`src/shared/sppc_pkg.sv`:
```
// Constants for the serial peripheral port block.
// Assumes a single 50 MHz bus clock and an 8-bit register port.
package sppc_pkg;
  // ----------------------------------------------------------------
  // Register offsets
  // ----------------------------------------------------------------
  localparam logic [7:0] SPPC_ADDR_CTRL   = 8'h10; // serial_control
  localparam logic [7:0] SPPC_ADDR_STAT   = 8'h11; // serial_status_control
  localparam logic [7:0] SPPC_ADDR_DATA   = 8'h12; // serial_data
  // ----------------------------------------------------------------
  // Control field positions
  // ----------------------------------------------------------------
  localparam int SPPC_C_RXIE   = 7;
  localparam int SPPC_C_MSTR   = 5;
  localparam int SPPC_C_CLOCK_POLARITY   = 4;
  localparam int SPPC_C_CLOCK_PHASE   = 3;
  localparam int SPPC_C_WOM    = 2;
  localparam int SPPC_C_EN     = 1;
  localparam int SPPC_C_TXIE   = 0;
  localparam logic [7:0] SPPC_CTRL_RST = 8'h28; // Master and phase set
  // ----------------------------------------------------------------
  // Status field positions
  // ----------------------------------------------------------------
  localparam int SPPC_S_RXF    = 7;
  localparam int SPPC_S_ERROR_IRQ_ENABLE  = 6;
  localparam int SPPC_S_OVR    = 5;
  localparam int SPPC_S_MODE_FAULT_FLAG   = 4;
  localparam int SPPC_S_TXE    = 3;
  localparam int SPPC_S_FDEN   = 2;
  localparam logic [3:0] SPPC_STAT_CTL_RST = 4'h0; // error_irq_enable,fden,rate
  // ----------------------------------------------------------------
  // Rate divisor half periods, in module clocks (divisor 4,16,64,256)
  // ----------------------------------------------------------------
  localparam logic [7:0] SPPC_HALF_0 = 8'h02;
  localparam logic [7:0] SPPC_HALF_1 = 8'h08;
  localparam logic [7:0] SPPC_HALF_2 = 8'h20;
  localparam logic [7:0] SPPC_HALF_3 = 8'h80;
  localparam logic [3:0] SPPC_BITS   = 4'h8;
  // ----------------------------------------------------------------
  // Shift engine states
  // ----------------------------------------------------------------
  typedef enum logic [2:0] {
    SPPC_IDLE = 3'b001,
    SPPC_LEAD = 3'b010,
    SPPC_TRAIL = 3'b100
  } sppc_state_t;
endpackage

```
`src/hdl/sppc_top.sv`:
```
// Serial peripheral port: registers, master/slave shift engine, pin control.
// Assumes pins arrive asynchronously; pad logic resolves oe/out pairs.
`timescale 1ns/1ps
`default_nettype none
module sppc_top
  import sppc_pkg::*;
(
  // Clock, reset, enable
  input  wire logic       clk_in,
  input  wire logic       rstn_in,
  input  wire logic       ce_in,
  // Register port
  input  wire logic [7:0] addr_in,
  input  wire logic [7:0] wdata_in,
  input  wire logic       wr_in,
  input  wire logic       rd_in,
  output var  logic [7:0] rdata_out,
  // Break state
  input  wire logic       break_in,
  input  wire logic       break_clear_enable_in,
  // Pins
  input  wire logic       miso_in,
  output var  logic       miso_out,
  output var  logic       miso_oe_out,
  input  wire logic       mosi_in,
  output var  logic       mosi_out,
  output var  logic       mosi_oe_out,
  input  wire logic       sck_in,
  output var  logic       sck_out,
  output var  logic       sck_oe_out,
  input  wire logic       ss_n_in,
  output var  logic       ss_owned_out,
  output var  logic       wired_or_out,
  // Interrupt requests
  output var  logic       rx_irq_out,
  output var  logic       tx_irq_out
);
  // ----------------------------------------------------------------
  // State record
  // ----------------------------------------------------------------
  typedef struct packed {
    logic [2:0]  miso_s;    // Pin synchronisers
    logic [2:0]  mosi_s;
    logic [2:0]  sck_s;
    logic [2:0]  ss_s;
    logic        sck_f;     // Filtered pin levels
    logic        ss_f;
    logic [7:0]  ctrl;      // serial_control
    logic [3:0]  sctl;      // error_irq_enable, fden, rate
    logic        rxf;
    logic        ovr;
    logic        mode_fault_flag;
    logic        txe;
    logic        rx_arm;    // First step of two-step clears
    logic        mode_fault_flag_arm;
    logic [7:0]  txbuf;
    logic [7:0]  rxbuf;
    logic [7:0]  shreg;
    logic [3:0]  bitcnt;
    logic [7:0]  div;
    sppc_state_t st;
    logic        busy;
    logic        m_first;   // Master: first clock edge still to come
    logic        sck_o;
    logic        bitout;
    logic [7:0]  rdata;
  } sppc_s_t;
  sppc_s_t q, d;
  logic [1:0] rst_sync_q;         // Reset release pipe, own process
  logic rst_n;                    // Released reset copy
  logic [7:0] half;               // Half period for master clock
  logic en, mstr, clock_polarity, clock_phase, slv_sel, ss_rise, ss_fall, sck_edge;
  logic lead_edge, trail_edge, done, wr_data, rd_stat, rd_data;
  logic can_clr;                  // Flag clearing allowed now
  // ----------------------------------------------------------------
  // Reset release
  // ----------------------------------------------------------------
  always_ff @(posedge clk_in or negedge rstn_in)
  begin
    if (!rstn_in)
      rst_sync_q <= 2'h0;
    else
      rst_sync_q <= {rst_sync_q[0], 1'b1};
  end
  assign rst_n = rst_sync_q[1];
  // ----------------------------------------------------------------
  // Next state
  // ----------------------------------------------------------------
  always_comb
  begin
    d = q;
    en   = q.ctrl[SPPC_C_EN];
    mstr = q.ctrl[SPPC_C_MSTR];
    clock_polarity = q.ctrl[SPPC_C_CLOCK_POLARITY];
    clock_phase = q.ctrl[SPPC_C_CLOCK_PHASE];
    can_clr = !break_in || break_clear_enable_in;
    // Three-stage pin pipes; level accepted when last two agree
    d.miso_s = {q.miso_s[1:0], miso_in};
    d.mosi_s = {q.mosi_s[1:0], mosi_in};
    d.sck_s  = {q.sck_s[1:0], sck_in};
    d.ss_s   = {q.ss_s[1:0], ss_n_in};
    if (q.sck_s[2] == q.sck_s[1])
      d.sck_f = q.sck_s[1];
    if (q.ss_s[2] == q.ss_s[1])
      d.ss_f = q.ss_s[1];
    ss_rise  = !q.ss_f && d.ss_f;
    ss_fall  = q.ss_f && !d.ss_f;
    sck_edge = q.sck_f != d.sck_f;
    slv_sel  = en && !mstr && !q.ss_f;
    case (q.sctl[1:0])
      2'b00:   half = SPPC_HALF_0;
      2'b01:   half = SPPC_HALF_1;
      2'b10:   half = SPPC_HALF_2;
      default: half = SPPC_HALF_3;
    endcase
    // Register strobes
    wr_data = wr_in && addr_in == SPPC_ADDR_DATA && can_clr;
    rd_stat = rd_in && addr_in == SPPC_ADDR_STAT;
    rd_data = rd_in && addr_in == SPPC_ADDR_DATA;
    // Read mux; unmapped reads zero
    if (rd_in && addr_in == SPPC_ADDR_CTRL)
      d.rdata = q.ctrl;
    else if (rd_stat)
      d.rdata = {q.rxf, q.sctl[3], q.ovr, q.mode_fault_flag, q.txe, q.sctl[2], q.sctl[1:0]};
    else if (rd_data)
      d.rdata = q.rxbuf;
    else
      d.rdata = 8'h00;
    // Control writes
    if (wr_in && addr_in == SPPC_ADDR_CTRL)
      d.ctrl = wdata_in;
    if (wr_in && addr_in == SPPC_ADDR_STAT)
      d.sctl = {wdata_in[SPPC_S_ERROR_IRQ_ENABLE], wdata_in[SPPC_S_FDEN], wdata_in[1:0]};
    // Two-step clears; arming held through break
    if (rd_stat && q.rxf && can_clr)
      d.rx_arm = 1'b1;
    if (rd_stat && q.mode_fault_flag && can_clr)
      d.mode_fault_flag_arm = 1'b1;
    if (rd_data && can_clr)
    begin
      d.rxf = 1'b0;
      if (q.rx_arm)
        d.ovr = 1'b0;
      d.rx_arm = 1'b0;
    end
    if (wr_data && q.mode_fault_flag_arm)
    begin
      d.mode_fault_flag = 1'b0;
      d.mode_fault_flag_arm = 1'b0;
    end
    // Data write queues into transmit buffer
    if (wr_data)
    begin
      d.txbuf = wdata_in;
      d.txe = 1'b0;
    end
    lead_edge = 1'b0;
    trail_edge = 1'b0;
    done = 1'b0;
    if (!en)
    begin
      // Partial reset while disabled
      d.st = SPPC_IDLE;
      d.busy = 1'b0;
      d.shreg = 8'h00;
      d.bitcnt = 4'h0;
      d.div = 8'h00;
      d.sck_o = clock_polarity;
      d.txe = 1'b1;
    end
    else if (mstr)
    begin
      case (q.st)
        SPPC_IDLE:
        begin
          d.sck_o = clock_polarity;
          if (!q.txe && !wr_data)
          begin
            d.shreg = q.txbuf;
            d.txe = 1'b1;
            d.busy = 1'b1;
            d.bitcnt = 4'h0;
            d.div = 8'h00;
            d.bitout = q.txbuf[7];
            d.m_first = 1'b1;
            d.st = SPPC_LEAD;
          end
        end
        SPPC_LEAD:
        begin
          d.div = q.div + 8'h01;
          if (q.div + 8'h01 == half)
          begin
            d.div = 8'h00;
            d.m_first = 1'b0;
            d.st = SPPC_TRAIL;
            // Phase one: last bit taken one half after the final edge
            if (clock_phase && q.bitcnt == SPPC_BITS - 4'h1)
              lead_edge = 1'b1;
            else
            begin
              d.sck_o = !q.sck_o;
              // Miso pipe lags three clocks, so sample one half late
              if (clock_phase && !q.m_first)
              begin
                lead_edge = 1'b1;
                trail_edge = 1'b1;
              end
            end
          end
        end
        SPPC_TRAIL:
        begin
          d.div = q.div + 8'h01;
          if (q.div + 8'h01 == half)
          begin
            d.div = 8'h00;
            d.sck_o = !q.sck_o;
            d.st = SPPC_LEAD;
            // Phase zero samples late, on the return-to-idle edge
            if (!clock_phase)
            begin
              lead_edge = 1'b1;
              trail_edge = 1'b1;
            end
          end
        end
        default: d.st = SPPC_IDLE;
      endcase
    end
    else
    begin
      // Slave engine; deselect freezes state
      d.sck_o = clock_polarity;
      if (!q.busy && !q.txe && !wr_data)
      begin
        d.shreg = q.txbuf;
        d.txe = 1'b1;
      end
      if (!clock_phase && ss_fall && !q.busy)
      begin
        d.busy = 1'b1;
        d.bitcnt = 4'h0;
        d.bitout = d.shreg[7];
      end
      if (slv_sel && sck_edge)
      begin
        if ((d.sck_f != clock_polarity) != clock_phase)
          lead_edge = 1'b1;
        else
          trail_edge = 1'b1;
        if (clock_phase && !q.busy && d.sck_f != clock_polarity)
        begin
          d.busy = 1'b1;
          d.bitcnt = 4'h0;
          d.bitout = d.shreg[7]; // First edge shifts out the top bit
        end
      end
    end
    // Shared shift: sample on leading, shift out on trailing
    if (lead_edge && q.busy)
    begin
      d.shreg = {q.shreg[6:0], mstr ? q.miso_s[2] : q.mosi_s[2]};
      d.bitcnt = q.bitcnt + 4'h1;
      if (q.bitcnt + 4'h1 == SPPC_BITS)
        done = 1'b1;
    end
    // After a same-cycle shift the outgoing bit is the fresh top bit
    if (trail_edge && q.busy)
      d.bitout = d.shreg[7];
    if (done)
    begin
      d.busy = 1'b0;
      d.st = SPPC_IDLE;
      d.sck_o = clock_polarity;
      // A data read in this same cycle frees the register: set wins
      if (d.rxf)
        d.ovr = 1'b1; // Last byte lost
      else
      begin
        d.rxbuf = d.shreg;
        d.rxf = 1'b1;
      end
    end
    // Mode fault detection
    if (en && q.sctl[2])
    begin
      if (!mstr && q.busy && ss_rise)
        d.mode_fault_flag = 1'b1;
      if (mstr && ss_fall)
      begin
        d.mode_fault_flag = 1'b1;
        d.ctrl[SPPC_C_EN] = 1'b0; // Master disabled by fault
      end
    end
  end
  // ----------------------------------------------------------------
  // Registered state
  // ----------------------------------------------------------------
  always_ff @(posedge clk_in or negedge rst_n)
  begin
    if (!rst_n)
    begin
      q.miso_s <= 3'h0;
      q.mosi_s <= 3'h0;
      q.sck_s <= 3'h0;
      q.ss_s <= 3'h7;
      q.sck_f <= 1'b0;
      q.ss_f <= 1'b1;
      q.ctrl <= SPPC_CTRL_RST;
      q.sctl <= SPPC_STAT_CTL_RST;
      q.rxf <= 1'b0;
      q.ovr <= 1'b0;
      q.mode_fault_flag <= 1'b0;
      q.txe <= 1'b1;
      q.rx_arm <= 1'b0;
      q.mode_fault_flag_arm <= 1'b0;
      q.txbuf <= 8'h00;
      q.rxbuf <= 8'h00;
      q.shreg <= 8'h00;
      q.bitcnt <= 4'h0;
      q.div <= 8'h00;
      q.st <= SPPC_IDLE;
      q.busy <= 1'b0;
      q.m_first <= 1'b0;
      q.sck_o <= 1'b0;
      q.bitout <= 1'b0;
      q.rdata <= 8'h00;
    end
    else if (ce_in)
    begin
      q.miso_s <= d.miso_s;
      q.mosi_s <= d.mosi_s;
      q.sck_s <= d.sck_s;
      q.ss_s <= d.ss_s;
      q.sck_f <= d.sck_f;
      q.ss_f <= d.ss_f;
      q.ctrl <= d.ctrl;
      q.sctl <= d.sctl;
      q.rxf <= d.rxf;
      q.ovr <= d.ovr;
      q.mode_fault_flag <= d.mode_fault_flag;
      q.txe <= d.txe;
      q.rx_arm <= d.rx_arm;
      q.mode_fault_flag_arm <= d.mode_fault_flag_arm;
      q.txbuf <= d.txbuf;
      q.rxbuf <= d.rxbuf;
      q.shreg <= d.shreg;
      q.bitcnt <= d.bitcnt;
      q.div <= d.div;
      q.st <= d.st;
      q.busy <= d.busy;
      q.m_first <= d.m_first;
      q.sck_o <= d.sck_o;
      q.bitout <= d.bitout;
      q.rdata <= d.rdata;
    end
  end
  // ----------------------------------------------------------------
  // Output registers
  // ----------------------------------------------------------------
  always_ff @(posedge clk_in or negedge rst_n)
  begin
    if (!rst_n)
    begin
      rdata_out <= 8'h00;
      miso_out <= 1'b0;
      miso_oe_out <= 1'b0;
      mosi_out <= 1'b0;
      mosi_oe_out <= 1'b0;
      sck_out <= 1'b0;
      sck_oe_out <= 1'b0;
      ss_owned_out <= 1'b0;
      wired_or_out <= 1'b0;
      rx_irq_out <= 1'b0;
      tx_irq_out <= 1'b0;
    end
    else if (ce_in)
    begin
      rdata_out <= d.rdata;
      // Open drain: only drive low when wired-or set
      miso_out <= d.bitout;
      miso_oe_out <= d.ctrl[SPPC_C_EN] && !d.ctrl[SPPC_C_MSTR] && !d.ss_f
                     && (!d.ctrl[SPPC_C_WOM] || !d.bitout);
      mosi_out <= d.bitout;
      mosi_oe_out <= d.ctrl[SPPC_C_EN] && d.ctrl[SPPC_C_MSTR]
                     && (!d.ctrl[SPPC_C_WOM] || !d.bitout);
      sck_out <= d.sck_o;
      sck_oe_out <= d.ctrl[SPPC_C_EN] && d.ctrl[SPPC_C_MSTR]
                    && (!d.ctrl[SPPC_C_WOM] || !d.sck_o);
      // Select owned unless disabled or plain master
      ss_owned_out <= d.ctrl[SPPC_C_EN] && (!d.ctrl[SPPC_C_MSTR] || d.sctl[2]);
      wired_or_out <= d.ctrl[SPPC_C_WOM];
      rx_irq_out <= d.ctrl[SPPC_C_EN] && d.ctrl[SPPC_C_RXIE] && d.rxf;
      tx_irq_out <= d.ctrl[SPPC_C_TXIE] && d.txe;
    end
  end
endmodule // sppc_top
`default_nettype wire

```
`config.mk`:
```
export PLATFORM = sky130hd
export DESIGN_NAME = sppc_top
export DESIGN_NICKNAME = d
export VERILOG_FILES = /design/src/shared/sppc_pkg.sv /design/src/hdl/sppc_top.sv
export SDC_FILE = /design/constraint.sdc
export NUM_CORES = 1
export LEC_CHECK = 0
export ABC_AREA = 1
export BUFFER_PORTS_ARGS = -buffer_cell sky130_fd_sc_hd__buf_2
export CORE_ASPECT_RATIO = 0.8
export CORE_MARGIN = 2
export CORE_UTILIZATION = 60
export CTS_CLUSTER_SIZE = 20
export DETAILED_ROUTE_END_ITERATION = 12
export GPL_ROUTABILITY_DRIVEN = 0
export PLACE_DENSITY = 0.8
export SLEW_MARGIN = 30
export SYNTH_ARGS = -nofsm -noshare
export SYNTH_HDL_FRONTEND = slang
export SYNTH_SLANG_ARGS = --single-unit
```
`constraint.sdc`:
```
create_clock -name clk_in -period 3 [get_ports clk_in]
set_input_delay 0.3 -clock clk_in [delete_from_list [all_inputs] [get_ports clk_in]]
set_output_delay 0.3 -clock clk_in [all_outputs]
set_load 0.03 [all_outputs]
```
==> out/qor.yml <==
cts:
  insertion_delay_ps: 370
  post_cts_buffers: 0
  cts_buffers: 9
  path_clk_slew_ps: 100
  cts_tree: "yes"
  htreeDepth: 3
  clockBufferDepth: 2
  ctsHoldBuffers: 1
  cts-root-buf: "clkbuf_8"
  clock-sinks: 91
  post_cts_resized: 0
sta:
  slew_violations: 0
  final_hold_viol_count: 0
  relSlewSlack_pct: 55.7
  worstMarginPinSlew_ps: 658
  finalCritPeriodShare_pct: 85.5
  rsz0062_at_grt: "no"
  tns_ps: 0
  max_freq_mhz: 390
  finalSetupViolations: 0
  finalClockSkew_ps: 10.5
  finalCriticalPeriod_ps: 2560
setup_path:
  timing.critical_path.slowest_cell_delay_ps: 440
  critPathArrivalTime_ps: 2880
  cp-start-kind: "flop"
  critPathCaptureType: "flop"
  crit_chain: "ha_1, o21bai_1, nand2_1, nand3_1, nor2_1, nand2_1, nor2_4, nand4_2, nand2_1, nand2_2, nand2_4, nand2_2, nand2_1, nand3_1, nand3_1, nand2_1, nand2_1"
  crit_top_cell: "nand2_1"
  worst_path_max_delay_cell: "dfrtp_1"
  rr_worst_depth: 17
  criticalPathCategory: "reg2reg"
  cp.required_ps: 3320
  crit_fanout: 14
synthesis:
  ys_ff_latch: 91
  synth_top_area_share_pct: 41.3
  synth_edf_count: 0
  syn-instance-count: 672
  syn_area_um2: 5030
  synth-adder-area-share_pct: 0.497
  synthSimpleGateAreaFrac_pct: 29.7
  ys_seq_area_share_pct: 45.5
  syn_avg_cell_area_um2: 7.49
  yosysTopAreaCell: "dfrtp_1"
  ys_top_cells_by_area: "dfrtp_1 41%, nand2_1 16%, o21ai_0 7.2%"
  synth.most_common_cell: "nand2_1"
  async_flop_share_pct: 100
  synth_common_cells: "219 x nand2_1, 84 x inv_1, 83 x dfrtp_1, 72 x o21ai_0, 48 x nand3_1"
  synth-compound-area-share_pct: 15.6
  synth_xor_area_share_pct: 0.696
  synth.distinct_cells: 49
  yosys_warnings: 0
  synthMuxAreaShare_pct: 0
  synth_top_family_by_area: "simple AND/OR/NAND/NOR gates"
  synth_flop_cell: "dfrtp_1"
  syn_nets: 701
power_and_ir_drop:
  powerDensity_nw_per_um2: 488
  irDropWorstVdd_mv: 0.311
  leakage_nw: 2.78
finish:
  area_delta_synth_final_pct: 11.6
  nets: 748
  antennaDiodeCount: 0
  post_route_cells_drive_above_1_share_pct: 14.5
  stdcell_count: 832
  n_fill_cell: 665
outcome:
  status: "finished, final reports clean"
global_routing:
  grt.total_usage_pct: 31.3
  grt_pass1_wl_um: 22400
  grt_overflow: 0
  grt_max_degree: 46
  grt_pass1_vias: 4620
  antenna_found_initial: 0
drt:
  wl_per_cell_um: 16.0
  post-route-drc-count: 0
  num_vias: 4861
  drtAntennaViolNets: 0
  avgViaCountPerCell: 5.84
  finalWirelength_um: 13300
  firstDrtPassIters: 5
  drt_iter0_drc: 358
placed_design:
  io_buffers: 44
  dp_hpwl_um: 9800
  dp_cells: 815
floorplan:
  pin_count: 45
  die_area_um2: 9140
  core-area_um2: 8020
  die_w_um: 106
  start_util_pct: 62.7
  rows: 29
  die_h_um: 85.9
worst_hold_path:
  hold_class: "in2reg"
  worstHoldPathCells: 3
flow_run:
  maxCapViolations: 0
## metal layers
| layer | part of all wire, % | GRT usage (%) |
|---|---|---|
| met2 | 44 | 48.3 |
| met3 | 8.2 | 4.79 |
| met4 | 4.2 | 14.5 |
| met1 | 44 | 44.2 |
| met5 | 0 | 0 |
## flip-flops by register name, indices dropped and copies added (netlist names)
name,count
clock_phase,1
clock_polarity,1
d,8
en,1
miso_oe_out,1
mosi_oe_out,1
mosi_out,1
mstr,1
q,61
rdata_out,8
rst_sync_q,2
rx_irq_out,1
sck_oe_out,1
sck_out,1
ss_owned_out,1
tx_irq_out,1
## placed cells by master (no fill, tap or decap), types with 10 or more instances in the layout
| cell type | count |
|---|---|
| inv_1 | 84 |
| nand2_1 | 219 |
| nand3_1 | 48 |
| nor2_1 | 35 |
| buf_2 | 44 |
| dfrtp_1 | 82 |
| clkbuf_8 | 10 |
| a21oi_1 | 11 |
| o21ai_0 | 72 |
## per-stage QoR
step | hold WS, ps | setup WS (ps) | cell area, um2 | util [%] | total power [W]
after floorplan | 4.41 | 292 | 5030 | - | 0.00166
after global placement | 85.0 | 574 | 5360 | 66.8 | 0.00178
after detailed placement | 85.7 | 442 | 5380 | 67.1 | 0.00180
after CTS | 123 | 466 | 5610 | 70.0 | 0.00274
after global routing | 132 | 206 | 5610 | 70.0 | 0.00285
final | 128 | 436 | 5610 | 70.0 | 0.00274
## final timing paths
kind / endpoint / startpoint / slack (ps)
max: miso_oe_out / q[16] / 440
min: d[75] / sck_in / 130
max reg2reg: miso_oe_out / q[16] / 440
max in group asynchronous: d[73] / rst_sync_q[1] / 1780
min in group asynchronous: rst_sync_q[1] / rstn_in / 220
min reg2reg: q[57] / rst_sync_q[1] / 350
## area by class of cell
| class | count | area (um2) | share of cell area, % |
|---|---|---|---|
| tap | 108 | 135 | 2.41 |
| sequential | 91 | 2290 | 40.8 |
| clock inverter | 5 | 83.8 | 1.49 |
| timing repair buffer | 53 | 303 | 5.39 |
| multi-input combinational | 479 | 2340 | 41.7 |
| clock buffer | 11 | 141 | 2.52 |
| inverter | 85 | 319 | 5.68 |
## cells by family after synthesis
group | count (synthesis)
AND/OR/NAND/NOR | 340
AO/OA/AOI/OAI | 132
buffers and inverters | 102
flip-flops | 91
XOR/XNOR | 4
adder cells (fa/ha/maj) | 2
other | 1
## critical path: cells and delay by family, from the launching register on
kind	cells	cell delay, ps
compound gates	1	160
fa+ha+maj	1	320
simple gates	15	1580
flops	1	440
## power by group
group | total, W | switching, W | internal (W)
registers | 0.00137 | 0.0000697 | 0.00130
clock network | 0.000951 | 0.000455 | 0.000496
logic | 0.000420 | 0.000298 | 0.000122
No activity file was read; power rests on OpenSTA's default activity.
